$ cat src/core/sac_consts.svh
// Constants of the serial converter control sequencer.
// Assumes inclusion by bare name; definitions only.
`ifndef SAC_CONSTS_SVH
`define SAC_CONSTS_SVH

// Result width and derived last bit index
`define SAC_RESULT_W 8
`define SAC_MSB_IDX 3'h7
// Address shift register width: start bit plus two config bits
`define SAC_ADDR_W 3
// Start position in the shift register for the twin variant
`define SAC_START_POS_TWIN 2
// Reset values and first trial word
`define SAC_RESULT_RST 8'h00
`define SAC_TRIAL_FIRST 8'h80
`define SAC_ADDR_RST 3'h0
`define SAC_IDX_RST 3'h0

`endif

$ cat src/core/sac_pkg.sv
// Types shared by the serial converter control sequencer.
// Assumes sac_consts.svh is on the include path.
`default_nettype none
`include "sac_consts.svh"

package sac_pkg;

  // Sequencer phases within one chip-select frame
  typedef enum logic [2:0] {
    SAC_IDLE,
    SAC_ADDR,
    SAC_SETTLE,
    SAC_RESOLVE,
    SAC_LSB,
    SAC_DONE
  } sac_state_e;

  // Negative terminal choice of the input multiplexer
  typedef enum logic [1:0] {
    SAC_NEG_NONE,
    SAC_NEG_ZERO,
    SAC_NEG_ONE,
    SAC_NEG_GROUND
  } sac_neg_e;

  // Multiplexer routing applied at conversion start
  typedef struct packed {
    logic enabled;
    logic pos_on_input_one;
    sac_neg_e neg_sel;
    logic single_or_differential_bit;
    logic parity_bit;
  } sac_route_s;

  // One two-way data pin seen from the device
  typedef struct packed {
    logic out;
    logic oe;
  } sac_pin_s;

  // Result word with its finished flag
  typedef struct packed {
    logic valid;
    logic [`SAC_RESULT_W-1:0] code;
  } sac_result_s;

endpackage : sac_pkg
`default_nettype wire

$ cat src/core/sac_sequencer.sv
// Serial control and output sequencer of an 8-bit successive-approximation converter.
// Assumes chip select, serial clock and data in are synchronous to clock (50 MHz),
// and that the analog comparator and trial ladder sit outside this block.
//
// What this block does
// - Chip select low starts a frame; logic runs only while it is low.
// - Exactly one serial clock period of settling follows channel selection.
// - Data out leaves high impedance driving a low for that settling period.
// - Each decided bit is output at once, most significant first.
// - Eight serial clock periods after settling the conversion is complete.
// - Chip select high clears every register except the serial clock history and floats data out.
// - Each serial clock rise while the twin variant is addressing shifts data in into the address register.
// - Twin variant: first high sample after chip select falls is the start bit; single-pair starts on the first rise.
// - Start bit in start position applies the channel and starts converting.
// - Data in is ignored from conversion start until chip select rises.
// - Twin variant repeats the result least significant bit first.
// - Data in sampled only while data out floats, so one wire may serve.
// - Mode bit low: differential with parity polarity; high: single-ended.
// - Positive input below negative input gives an all-zero result.
// - Single-pair variant has fixed polarity and skips addressing.
`timescale 1ns/1ps
`default_nettype none
`include "sac_consts.svh"

module sac_sequencer (
  input wire logic clock,
  input wire logic reset,
  input wire logic chip_select_n,
  input wire logic serial_clock,
  input wire logic serial_address_in,
  input wire logic twin_channel_variant,
  input wire logic comparator_high,
  input wire logic negative_above_positive,
  output sac_pkg::sac_pin_s data_pin,
  output logic [`SAC_RESULT_W-1:0] ladder_trial,
  output sac_pkg::sac_route_s mux_route,
  output sac_pkg::sac_result_s result,
  output logic converting
);
  import sac_pkg::*;

  // Multiplexer routing for an assignment word
  function automatic sac_route_s decode_route(
    input logic single_bit,
    input logic parity
  );
    sac_route_s r;
    r.enabled = 1'b1;
    r.single_or_differential_bit = single_bit;
    r.parity_bit = parity;
    r.pos_on_input_one = parity;
    if (single_bit) begin
      r.neg_sel = SAC_NEG_GROUND;
    end else if (parity) begin
      r.neg_sel = SAC_NEG_ZERO;
    end else begin
      r.neg_sel = SAC_NEG_ONE;
    end
    return r;
  endfunction : decode_route

  // One-hot trial bit at a given index
  function automatic logic [`SAC_RESULT_W-1:0] trial_bit(
    input logic [2:0] idx
  );
    trial_bit = `SAC_RESULT_W'(1) << idx;
  endfunction : trial_bit

  // Serial clock history for edge detection
  logic sclk_prev_ff;
  logic sclk_rise;
  logic sclk_fall;

  always_ff @(posedge clock) begin
    if (reset) begin
      sclk_prev_ff <= 1'b0;
    end else begin
      sclk_prev_ff <= serial_clock;
    end
  end

  assign sclk_rise = serial_clock & ~sclk_prev_ff;
  assign sclk_fall = ~serial_clock & sclk_prev_ff;

  // Sequencer state
  sac_state_e state_ff;
  sac_state_e nxt_state;
  logic [`SAC_ADDR_W-1:0] addr_sr_ff;
  logic [`SAC_ADDR_W-1:0] nxt_addr_sr;
  logic [2:0] idx_ff;
  logic [2:0] nxt_idx;
  sac_pin_s pin_ff;
  sac_pin_s nxt_pin;
  logic [`SAC_RESULT_W-1:0] trial_ff;
  logic [`SAC_RESULT_W-1:0] nxt_trial;
  sac_route_s route_ff;
  sac_route_s nxt_route;
  sac_result_s result_ff;
  sac_result_s nxt_result;
  logic busy_ff;
  logic nxt_busy;

  // Bit decided by the comparator at this falling edge
  logic decided_bit;
  logic [`SAC_RESULT_W-1:0] kept_code;
  logic [`SAC_ADDR_W-1:0] shifted_sr;

  // Clamp to zero when the inputs are reversed, whatever the ladder says
  assign decided_bit = comparator_high & ~negative_above_positive;
  assign kept_code = decided_bit ? (result_ff.code | trial_bit(idx_ff))
                                 : (result_ff.code & ~trial_bit(idx_ff));
  assign shifted_sr = {addr_sr_ff[`SAC_ADDR_W-2:0], serial_address_in};

  // Next values for the whole frame
  always_comb begin
    nxt_state = state_ff;
    nxt_addr_sr = addr_sr_ff;
    nxt_idx = idx_ff;
    nxt_pin = pin_ff;
    nxt_trial = trial_ff;
    nxt_route = route_ff;
    nxt_result = result_ff;
    nxt_busy = busy_ff;
    if (chip_select_n) begin
      // Frame over or aborted: everything back to rest, pin floats
      nxt_state = SAC_IDLE;
      nxt_addr_sr = `SAC_ADDR_RST;
      nxt_idx = `SAC_IDX_RST;
      nxt_pin = '0;
      nxt_trial = `SAC_RESULT_RST;
      nxt_route = '0;
      nxt_result = '0;
      nxt_busy = 1'b0;
    end else begin
      unique case (state_ff)
        SAC_IDLE: begin
          // Chip select low in idle is the only way into a frame
          nxt_state = SAC_ADDR;
        end
        SAC_ADDR: begin
          // Pin still floats here, so sampling data in is safe on a shared wire
          if (sclk_rise) begin
            if (!twin_channel_variant) begin
              // Fixed polarity, no assignment word
              nxt_route = decode_route(1'b0, 1'b0);
              nxt_state = SAC_SETTLE;
              nxt_busy = 1'b1;
            end else begin
              nxt_addr_sr = shifted_sr;
              if (shifted_sr[`SAC_START_POS_TWIN]) begin
                // Mode bit arrived first, parity second
                nxt_route = decode_route(shifted_sr[1], shifted_sr[0]);
                nxt_state = SAC_SETTLE;
                nxt_busy = 1'b1;
              end
            end
          end
        end
        SAC_SETTLE: begin
          // Leading low for one serial clock period while the channel settles
          if (sclk_fall) begin
            nxt_pin.oe = 1'b1;
            nxt_pin.out = 1'b0;
            nxt_trial = `SAC_TRIAL_FIRST;
            nxt_idx = `SAC_MSB_IDX;
            nxt_state = SAC_RESOLVE;
          end
        end
        SAC_RESOLVE: begin
          // One bit decided and shifted out per falling edge
          if (sclk_fall) begin
            nxt_result.code = kept_code;
            nxt_pin.out = decided_bit;
            if (idx_ff == `SAC_IDX_RST) begin
              nxt_result.valid = 1'b1;
              nxt_trial = kept_code;
              nxt_busy = 1'b0;
              if (twin_channel_variant) begin
                nxt_idx = 3'h1;
                nxt_state = SAC_LSB;
              end else begin
                nxt_state = SAC_DONE;
              end
            end else begin
              nxt_idx = idx_ff - 3'h1;
              nxt_trial = kept_code | trial_bit(idx_ff - 3'h1);
            end
          end
        end
        SAC_LSB: begin
          // Bit zero is shared, so the reverse stream starts at bit one
          if (sclk_fall) begin
            nxt_pin.out = result_ff.code[idx_ff];
            if (idx_ff == `SAC_MSB_IDX) begin
              nxt_state = SAC_DONE;
            end else begin
              nxt_idx = idx_ff + 3'h1;
            end
          end
        end
        SAC_DONE: begin
          // Data in stays ignored; pin released after the last bit period
          if (sclk_fall) begin
            nxt_pin = '0;
          end
        end
      endcase
    end
  end

  // Registers of the frame; the synchronous reset matches a chip select rise
  always_ff @(posedge clock) begin
    if (reset) begin
      state_ff <= SAC_IDLE;
      addr_sr_ff <= `SAC_ADDR_RST;
      idx_ff <= `SAC_IDX_RST;
      pin_ff <= '0;
      trial_ff <= `SAC_RESULT_RST;
      route_ff <= '0;
      result_ff <= '0;
      busy_ff <= 1'b0;
    end else begin
      state_ff <= nxt_state;
      addr_sr_ff <= nxt_addr_sr;
      idx_ff <= nxt_idx;
      pin_ff <= nxt_pin;
      trial_ff <= nxt_trial;
      route_ff <= nxt_route;
      result_ff <= nxt_result;
      busy_ff <= nxt_busy;
    end
  end

  // Outputs straight from the registers
  assign data_pin = pin_ff;
  assign ladder_trial = trial_ff;
  assign mux_route = route_ff;
  assign result = result_ff;
  assign converting = busy_ff;

endmodule : sac_sequencer
`default_nettype wire

$ cat config.mk
export PLATFORM = sky130hd
export DESIGN_NAME = sac_sequencer
export DESIGN_NICKNAME = d
export VERILOG_FILES = /design/src/core/sac_pkg.sv /design/src/core/sac_sequencer.sv
export VERILOG_INCLUDE_DIRS = /design/src /design/src/core
export SDC_FILE = /design/constraint.sdc
export NUM_CORES = 1
export LEC_CHECK = 0
export ABC_AREA = 1
export BUFFER_PORTS_ARGS = -buffer_cell sky130_fd_sc_hd__buf_2
export CORE_ASPECT_RATIO = 2
export CORE_MARGIN = 5
export CORE_UTILIZATION = 28
export DETAILED_ROUTE_END_ITERATION = 10
export PLACE_DENSITY = 0.5
export RECOVER_POWER = 50
export SYNTH_ARGS = -nofsm -noshare
export SYNTH_HDL_FRONTEND = slang
export SYNTH_SLANG_ARGS = --single-unit
$ cat constraint.sdc
create_clock -name clock -period 2.35 [get_ports clock]
set_clock_uncertainty 0.2 [all_clocks]
set_input_delay 0.1175 -clock clock [delete_from_list [all_inputs] [get_ports clock]]
set_output_delay 0.1175 -clock clock [all_outputs]
set_load 0.02 [all_outputs]
Yosys cells after proc, flatten, opt, wreduce, memory -nomap -nowiden
Cells that the tools add are included.
Word-level totals
  output and inout port bits: 26
  register bits after elaboration: 35
  input port bits: 8
  logic and storage cells: 106
Cells by class
  shifts and indexed selects: 2
  add/sub/neg operators: 2
  bitwise gates (word level): 10
  equality and inequality tests: 17
  magnitude comparators: 1
  reductions and logical operators: 19
  muxes and demuxes: 40
Operators by type and width (count)
  two-way mux 3 bit: 14
  two-way mux 8 bit: 4
  != test 2 bit, second input constant: 8
  OR 8 bit: 2
  one-hot mux 8 bit (2 select lines): 1
  left shift 1 x 3 -> 8 bit, first input constant: 2
  one-hot mux 3 bit (5 select lines): 1
  AND reduction 3 bit: 5
  two-way mux 6 bit: 2
  AND reduction 5 bit: 2
  equality test 3 bit, second input constant: 3
  two-way mux 1 bit: 9
  one-hot mux 3 bit (3 select lines): 1
  bitwise AND 8 bit: 1
  two-way mux 2 bit: 4
  NOT 8 bit: 1
  AND reduction 8 bit: 1
  equality test 3 x 2 -> 1 bit, second input constant: 2
  logical NOT 3 bit: 2
  != test 3 bit, second input constant: 2
  AND reduction 6 bit: 1
  nonzero test 2 bit: 3
  nonzero test 5 bit: 1
  < comparator 3 x 4 -> 1 bit, second input constant: 1
  other kinds (13): 18

Depth between registers and ports, before layout
Gate-level depths: netlist of run 1.
  depth after elaboration: 8
  mapped depth: 11

Worst setup path after synthesis of run 1
No wires, ideal clock.
  kind: register -> register
  start point: reg idx_ff[0]
  end point: reg idx_ff[2]
  period minus slack after synthesis: 1.771 ns
  data arrival time: 1.458 ns
  library setup time: 0.113 ns
  path slack: 0.579 ns
  stages on the path, launching flop included: 9
  cells stage by stage: dfxtp_1 inv_1 ha_1 xnor2_1 nor2_1 nor2_1 nand2_1 nand2_1 nor2_1
Between the ends
  cells in the longest elaborated chain, start to end: 4
  elaborated cells between the ends (all ways): 12
  classes of those cells: add/sub (2); eq/ne (3); mux (5); reduce/logical (2)
RTL lines
  start: declaration: line sac_sequencer.sv:90  | logic [2:0] idx_ff;
  start signal: assignment: line sac_sequencer.sv:216  | idx_ff <= `SAC_IDX_RST;
  start signal: assignment: line sac_sequencer.sv:225  | idx_ff <= nxt_idx;
  adder 3 x 1 -> 3 bit (tied with other cells): line sac_sequencer.sv:197  | nxt_idx = idx_ff + 3'h1;
  two-way mux 3 bit (on tied branches): line sac_sequencer.sv:194, sac_sequencer.sv:174
  two-way mux 3 bit (on tied branches): line sac_sequencer.sv:192, sac_sequencer.sv:171
  one-hot mux 3 bit (3 select lines): line sac_sequencer.sv:135  | unique case (state_ff)
Parallel ways exist; a longest one is shown, timed or not. The select of a mux whose other input is x is not followed.
A chain may end at the register's enable or synchronous reset.

Worst setup path after layout of run 1
  start point: reg idx_ff[0]
  end point: reg state_ff[1]
Between the ends
  cells in the longest elaborated chain, start to end: 3
  elaborated cells between the ends (all ways): 5
  classes of those cells: eq/ne (3); reduce/logical (2)
RTL lines
  equality test 3 bit (no line) / logical NOT 3 bit (equally long branches)
  != test 2 bit (no line)
  AND reduction 8 bit (no line) *
  end signal: assignment: line sac_sequencer.sv:223  | state_ff <= nxt_state;
  end: declaration: line sac_sequencer.sv:86  | sac_state_e state_ff;
Every way passes the cells marked *; elsewhere a longest branch is shown, timed or not.

==> impl_metrics.tcl, run 1 <==
set metrics [dict create \
    dp_hpwl_microns 4390 \
    p_sw_uw 726 \
    preCtsSetupSlack_ns 0.446 \
    syn_to_final_growth_pct 22.1 \
    layout_commonest_cell "nand2_1" \
    die_w_microns 68.6 \
    root_buffer "clkbuf_16" \
    syn_nets 302 \
    gr-total-overflow 0 \
    rows 42 \
    finalHoldViolCount 0 \
    via_per_inst 4.62 \
    synth_edf_count 0 \
    seq_area_frac_synth_pct 35.4 \
    syn_avg_cell_area_sq_um 6.72 \
    required_ns 2.32 \
    fillers 763 \
    synthCells 286 \
    synth_cell_types 32 \
    maxSlewHeadroom_pct 50.2 \
    cts_buffers 5 \
    cts_resized 0 \
    synth-main-ff-cell "dfxtp_1" \
    seqPwrFrac_pct 32.4 \
    fmax_mhz 514 \
    drcViolationCount 0 \
    start_util_pct 28.8 \
    drv_slew 0 \
    portBuffers 33 \
    first_global_vias 1935 \
    report.power.total_mw 2.06 \
    finalSetupTns_ns 0 \
    clk_path_buf_depth 2 \
    design_area_sq_um 2350 \
    worst_pin_slew_ns 0.747 \
    place.gp.congestion 0.884 \
    fin_crit_sh_pct 82.8 \
    synth_area_sq_um 1920 \
    whs_ns 0.145 \
    setup_violations 0 \
    internal_power_mw 1.34 \
    cts_tree "built" \
    pwr-share-comb_pct 30.3 \
    power_density_nw_per_um2 878 \
    cp.arrival_ns 1.92 \
    crit_type "flip-flop to flip-flop" \
    fin_crit_ns 1.95 \
    clkPwrFrac_pct 37.3 \
    wirelength_microns 5700 \
    core_area_sq_um 6670 \
    htreeDepth 2 \
    sw_frac_of_total_pct 35.2 \
    status "complete, no violations" \
    grt_usage_pct 13.9 \
    cap_viol_max_count 0 \
    synth_warnings 0 \
    end_kind "flip-flop" \
    die_area_sq_um 8730 \
    p_leak_nw 1.01 \
    final_layout_size_suffix_gt1_share_pct 9.76 \
    clk_transition_reported_paths_ns 0.06 \
    grt_pass1_wl_microns 9010 \
    drt_first_iter_violations 128 \
    vdd_drop_max_mv 0.377 \
    min_path_type "input port to flip-flop" \
    clk_latency_ns 0.28 \
    final_cell_mix "nand2_1, nor2_1, dfxtp_1, clkbuf_1, inv_1" \
    grt_max_degree 18 \
    routed-via-count 1921 \
    rsz0062_at_grt "false" \
    wl_per_cell_microns 13.7 \
    async_reset_ff_share_pct 0 \
    synth_seq_cells 34 \
    drtAntennaViolNets 0 \
    layout.nets 344 \
    diodes 0 \
    pin_count 34 \
    placedInstanceArea_sq_um 2180 \
    fin_util_pct 35.2 \
    dieHeight_microns 127 \
    worstSetupStartpointType "flip-flop" \
    setup_ws_ns 0.403 \
    antenna_found_initial 0 \
    dr.pass1.iters 4 \
    cts.sinks 34 \
    place_inst 405 \
    crit_path_max_fanout 8 \
    layout.cells.non_filler 416 \
]
==> power by group through the flow <==
stage	Clock, mW	Sequential, mW	Combinational, mW
global route	0.813	0.676	0.697
floorplan	0	0.659	0.485
detailed placement	0	0.680	0.622
global placement	0	0.679	0.620
finish	0.769	0.669	0.624
CTS	0.792	0.667	0.631
==> layout make-up <==
| cell class | instances | area, sq um | share of cell area (%) |
|---|---|---|---|
| Sequential cell | 34 | 681 | 29.0 |
| Multi-Input combinational cell | 216 | 1070 | 45.7 |
| Tap cell | 88 | 110 | 4.69 |
| Clock buffer | 6 | 139 | 5.91 |
| Timing Repair Buffer | 41 | 198 | 8.42 |
| Clock inverter | 1 | 30.0 | 1.28 |
| Inverter | 30 | 118 | 5.01 |
==> critical path: stages (launching register included) <==
cell and delay, ns:
dfxtp_1 0.31, inv_1 0.19, ha_1 0.29, nand2_1 0.21, nand2_1 0.20, nand2_1 0.07, nor2_1 0.17, nand3b_1 0.10
nand2_1 0.07, nor2_1 0.04
==> flip-flops by register name (all words and copies together) (netlist names) <==
name / flops
addr_sr_ff: 2
converting: 1
data_pin: 2
idx_ff: 3
ladder_trial: 8
mux_route: 5
result: 9
sclk_prev_ff: 1
state_ff: 3
==> metal layers <==
metal | vias to the layer above | global-route usage (%) | routed length [microns]
met5 | - | 0 | 0
met4 | 0 | 7.74 | 190
met3 | 12 | 2.20 | 207
met2 | 49 | 26.4 | 3280
met1 | 857 | 13.1 | 2020
li1 | 1003 | - | -
==> kinds of logic (layout without fill, tap and decap cells) <==
logic type | count (synthesis) | after routing | synth area share, %
simple gates | 161 | 161 | 36.8
compound gates | 46 | 46 | 13.5
buf+inv | 36 | 78 | 8.65
flops | 34 | 34 | 35.4
fa+ha+maj | 8 | 8 | 5.21
xor+xnor | 1 | 1 | 0.456
==> cells in the mapped netlist, types with 2 or more instances <==
| cell type | n | area (sq um) |
|---|---|---|
| a21oi_1 | 17 | 85.1 |
| nand2_1 | 73 | 274 |
| nand2_2 | 5 | 31.3 |
| ha_1 | 8 | 100 |
| buf_2 | 2 | 10.0 |
| nor2_4 | 2 | 22.5 |
| nand3_1 | 20 | 100 |
| buf_4 | 2 | 15.0 |
| inv_1 | 27 | 101 |
| a31oi_1 | 3 | 18.8 |
| nor2_2 | 2 | 12.5 |
| a211oi_1 | 2 | 15.0 |
| nor3_1 | 2 | 10.0 |
| o211ai_1 | 3 | 22.5 |
| o21ai_0 | 17 | 85.1 |
| nand3b_1 | 2 | 15.0 |
| dfxtp_1 | 34 | 681 |
| nor2_1 | 50 | 188 |
| nand3_2 | 2 | 20.0 |
==> worst paths after layout <==
check	slack [ns]	end	from	depth (start not counted)
worst max-delay path	0.40	state_ff[1]	idx_ff[0]	9
worst min-delay path	0.15	mux_route[5]	serial_clock	5
worst max register to register	0.40	state_ff[1]	idx_ff[0]	9
worst min register to register	0.25	result[8]	result[8]	2
==> what timing repair did <==
| item | in CTS | in global routing |
|---|---|---|
| setup endpoints to repair | 0 | 0 |
| hold buffers | 4 | 0 |
| endpoints found under the hold margin | 5 | 0 |
| buffers inserted | 0 | 0 |
(Power assumes the default switching activity.)
==> run 2, diff against run 1 <==
==> constraint.sdc (replaced) <==
create_clock -name clock -period 1.9 [get_ports clock]
set_clock_uncertainty 0.2 [all_clocks]
set_input_delay 0.095 -clock clock [delete_from_list [all_inputs] [get_ports clock]]
set_output_delay 0.095 -clock clock [all_outputs]
set_load 0.02 [all_outputs]
==> impl_metrics.tcl, run 2 (synthesized netlist as in run 1, its figures left out) <==
set metrics [dict create \
    status "complete, no violations" \
    antenna_found_initial 0 \
    cts_buffers 5 \
    dr_wl_met2_microns 3180 \
    drt_first_iter_violations 120 \
    crit_top_cell "nand2_1" \
    critPathBufInv 1 \
    slowest_delay_ns 0.39 \
    required_ns 1.87 \
    worstSetupStartpointType "flip-flop" \
    die_area_sq_um 8730 \
    drv_slew 0 \
    cp_slowest_cell "dfxtp_1" \
    rows 42 \
    cts.sinks 34 \
    start_util_pct 28.8 \
    power_density_nw_per_um2 1080 \
    clk_path_buf_depth 2 \
    gr-total-overflow 0 \
    cp_cell_sequence "ha_1 > ha_1 > nand2_1 > nand2_1 > inv_1 > nor2_1 > nand3b_1 > nand2_1 > nor2_1" \
    finalHoldViolCount 0 \
    crit_family "simple AND/OR/NAND/NOR gates" \
    p_leak_nw 1.05 \
    whs_ns 0.0731 \
    dieHeight_microns 127 \
    first_global_vias 1887 \
    design_area_sq_um 2430 \
    layout.nets 353 \
    min_path_type "input port to flip-flop" \
    cp.arrival_ns 1.75 \
    highest_layer "met4" \
    fin_crit_sh_pct 93.4 \
    setup_violations 0 \
    fillers 746 \
    syn_to_final_growth_pct 26.3 \
    cap_viol_max_count 0 \
    htreeDepth 2 \
    final_layout_size_suffix_gt1_share_pct 14.2 \
    routed-via-count 1958 \
    drcViolationCount 0 \
    cts_tree "built" \
    portBuffers 33 \
    crit_path_max_fanout 4 \
    via_per_inst 4.61 \
    wirelength_microns 5670 \
    crit_type "flip-flop to flip-flop" \
    clk_latency_ns 0.28 \
    final_cell_mix "nand2_1, nor2_1, dfxtp_1, clkbuf_1, inv_1" \
    worst_pin_slew_ns 0.370 \
    vdd_drop_max_mv 0.564 \
    fin_crit_ns 1.78 \
    end_kind "flip-flop" \
    m1WireLength_microns 2060 \
    report.power.total_mw 2.63 \
    wl_per_cell_microns 13.3 \
    root_buffer "clkbuf_16" \
    fmax_mhz 563 \
    drtAntennaViolNets 0 \
    met3WireLength_microns 180 \
    grt_pass1_wl_microns 8980 \
    die_w_microns 68.6 \
    grt_max_degree 18 \
    clk_transition_reported_paths_ns 0.05 \
    dr.pass1.iters 4 \
    core_area_sq_um 6670 \
    dp_hpwl_microns 4440 \
    layout_commonest_cell "nand2_1" \
    maxSlewHeadroom_pct 75.2 \
    largest_register_ffs 9 \
    placedInstanceArea_sq_um 2250 \
    diodes 0 \
    rsz0062_at_grt "false" \
    place.gp.congestion 0.890 \
    finalSetupTns_ns 0 \
    grt_usage_pct 13.9 \
    pin_count 34 \
]
==> run 2: changes by cell type in the layout (fill, tap and decap cells not counted), moves of 2 or more <==
cell | previous run | this run
buf_4 | 3 | 13
inv_1 | 27 | 25
inv_2 | 1 | 3
nor2_1 | 51 | 49
nor2_2 | 1 | 3
==> run 2: worst paths after layout <==
kind	slack, ns	to	cells past startpoint	start
setup / recovery	0.12	state_ff[2]	9	idx_ff[0]
hold / removal	0.07	idx_ff[1]	5	chip_select_n
setup reg to reg	0.12	state_ff[2]	9	idx_ff[0]
hold reg to reg	0.26	result[8]	2	result[8]
==> run 2: power breakdown <==
part / internal [mW] / switching (mW)
Clock: 0.647 / 0.302
Sequential: 0.754 / 0.0693
Combinational: 0.309 / 0.551
==> run 2: layout make-up <==
type | count | area [sq um] | area share, %
clock buffers | 6 | 139 | 5.72
repair buffers | 50 | 269 | 11.1
inverters | 30 | 118 | 4.84
well taps | 88 | 110 | 4.53
multi-input cells | 216 | 1080 | 44.5
clock inverters | 1 | 30.0 | 1.24
flip-flops and latches | 34 | 682 | 28.1
==> run 2: stage by stage <==
| stage | util (%) | worst slack (ns) | instances |
|---|---|---|---|
| 4_1_cts | 36.8 | 0.0109 | 425 |
| 3_5_place_dp | 33.7 | 0.0173 | 414 |
| 3_3_place_gp | 33.7 | 0.0600 | 414 |
| 6_report | 36.4 | 0.125 | 425 |
| 5_1_grt | 36.4 | 0.0227 | 425 |
| 2_1_floorplan | - | 0.129 | 286 |
==> run 2: tightest hold or removal path, delay by kind of cell <==
family,cells,cell delay [ns]
AND/OR/NAND/NOR,3,0.15
buffers and inverters,2,0.27
==> run 2: timing repair <==
action                     4_1_cts  5_1_grt
hold buffers                     4        0
gates resized for setup          0        6
buffers inserted                 0        0
setup endpoints to repair        0        8
hold endpoints to repair         6        0
==> run 2: routing by layer <==
layer  up-vias  global-route usage, %
met5         -                      0
met2        47                   25.6
li1       1019                      -
met1       879                   13.7
met3        13                   1.93
met4         0                   8.44
==> run 3, diff against run 2 <==
--- a/config.mk
+++ b/config.mk
@@ -14,6 +14,7 @@
 export DETAILED_ROUTE_END_ITERATION = 10
 export PLACE_DENSITY = 0.5
 export RECOVER_POWER = 50
+export SETUP_SLACK_MARGIN = 0.3
 export SYNTH_ARGS = -nofsm -noshare
 export SYNTH_HDL_FRONTEND = slang
 export SYNTH_SLANG_ARGS = --single-unit
==> impl_metrics.tcl, run 3 (synthesized netlist as in run 1, its figures left out) <==
set metrics [dict create \
    status "complete, no violations" \
    drtAntennaViolNets 0 \
    setup_violations 0 \
    largest_register_ffs 9 \
    crit_family "simple AND/OR/NAND/NOR gates" \
    gr-total-overflow 0 \
    syn_to_final_growth_pct 32.7 \
    die_w_microns 68.6 \
    layout.cells.non_filler 424 \
    end_kind "flip-flop" \
    clk_latency_ns 0.28 \
    drv_slew 0 \
    pin_count 34 \
    p_leak_nw 1.06 \
    fmax_mhz 627 \
    cts_tree "built" \
    diodes 0 \
    crit_path_max_fanout 8 \
    clk_transition_reported_paths_ns 0.06 \
    place_inst 410 \
    min_path_type "input port to flip-flop" \
    wirelength_microns 5840 \
    slowest_delay_ns 0.40 \
    clk_path_buf_depth 2 \
    grt_usage_pct 14.4 \
    fin_crit_ns 1.59 \
    finalHoldViolCount 0 \
    fillers 744 \
    dr.pass1.iters 4 \
    cts_buffers 5 \
    worst_pin_slew_ns 0.378 \
    htreeDepth 2 \
    start_util_pct 28.8 \
    fin_crit_sh_pct 83.9 \
    drt_first_iter_violations 48 \
    place.gp.congestion 0.905 \
    crit_type "flip-flop to flip-flop" \
    die_area_sq_um 8730 \
    first_global_vias 1969 \
    routed-via-count 2020 \
    rows 42 \
    cap_viol_max_count 0 \
    dp_hpwl_microns 4470 \
    vdd_drop_max_mv 0.440 \
    cp_slowest_cell "dfxtp_4" \
    maxSlewHeadroom_pct 74.8 \
    antenna_found_initial 0 \
    power_density_nw_per_um2 1020 \
    final_layout_size_suffix_gt1_share_pct 21.4 \
    final_cell_mix "nand2_1, nor2_1, dfxtp_1, clkbuf_1, inv_1" \
    layout.nets 352 \
    required_ns 1.88 \
    critPathBufInv 2 \
    dieHeight_microns 127 \
    portBuffers 33 \
    drcViolationCount 0 \
    cp_cell_sequence "inv_6 > ha_4 > inv_1 > nor2_4 > nand3_1 > nand2_2 > nor2_4 > nand2_1 > nand2_1 > nor2_1" \
    layout_commonest_cell "nand2_1" \
    wl_per_cell_microns 13.8 \
    grt_max_degree 18 \
    finalSetupTns_ns 0 \
    worstSetupStartpointType "flip-flop" \
    core_area_sq_um 6670 \
    cts.sinks 34 \
    grt_pass1_wl_microns 9300 \
    root_buffer "clkbuf_16" \
    via_per_inst 4.76 \
    cp.arrival_ns 1.57 \
    rsz0062_at_grt "true" \
]
==> run 3: tightest hold or removal path, cell delays in order <==
cell and delay [ns]:
buf_2 0.08, nor2_2 0.04, clkinv_1 0.03, buf_4 0.22, a21oi_2 0.04
==> run 3: routing by layer <==
| metal | GRT usage (%) | routed length, microns |
|---|---|---|
| met2 | 26.8 | 3340 |
| met4 | 8.79 | 241 |
| met5 | 0 | 0 |
| met1 | 13.8 | 2040 |
| met3 | 2.20 | 221 |
==> run 3: final timing paths <==
check	start	endpoint	slack [ns]	depth (start not counted)
worst max register to register	idx_ff[0]	idx_ff[1]	0.31	10
worst min register to register	result[8]	result[8]	0.25	2
worst max-delay path	idx_ff[0]	idx_ff[1]	0.31	10
worst min-delay path	chip_select_n	ladder_trial[0]	0.09	5
==> run 3: where the power goes <==
part | internal, mW | total (mW) | switching, mW
Combinational | 0.372 | 0.965 | 0.594
Clock | 0.473 | 0.774 | 0.301
Sequential | 0.771 | 0.863 | 0.0919
Total | 1.62 | 2.60 | 0.987
==> run 3: area by class of cell <==
class | count | area (sq um) | share of cell area (%)
multi-input cells | 216 | 1220 | 47.7
inverters | 30 | 128 | 5.00
clock inverters | 2 | 10.0 | 0.392
well taps | 88 | 110 | 4.31
flip-flops and latches | 34 | 703 | 27.5
clock buffers | 5 | 125 | 4.90
repair buffers | 49 | 259 | 10.1
==> run 3: through the flow <==
| stage | hold slack, ns | instance area (sq um) | setup WS (ns) | power [mW] | util (%) |
|---|---|---|---|---|---|
| 3_5_place_dp | 0.0877 | 2240 | 0.103 | 1.68 | 33.5 |
| 6_report | 0.0921 | 2550 | 0.306 | 2.60 | 38.2 |
| 4_1_cts | 0.0759 | 2480 | 0.297 | 2.54 | 37.2 |
| 5_1_grt | 0.138 | 2550 | 0.180 | 2.77 | 38.2 |
| 3_3_place_gp | 0.0843 | 2240 | 0.0969 | 1.67 | 33.5 |
| 2_1_floorplan | -0.0326 | 1940 | 0.302 | 1.44 | - |
==> run 3: timing repair <==
item,in CTS,in global routing
endpoints found under the setup margin,17,21
hold buffers,4,0
resized for setup,20,25
endpoints found under the hold margin,6,0
setup buffers,0,3
pin swaps,1,11
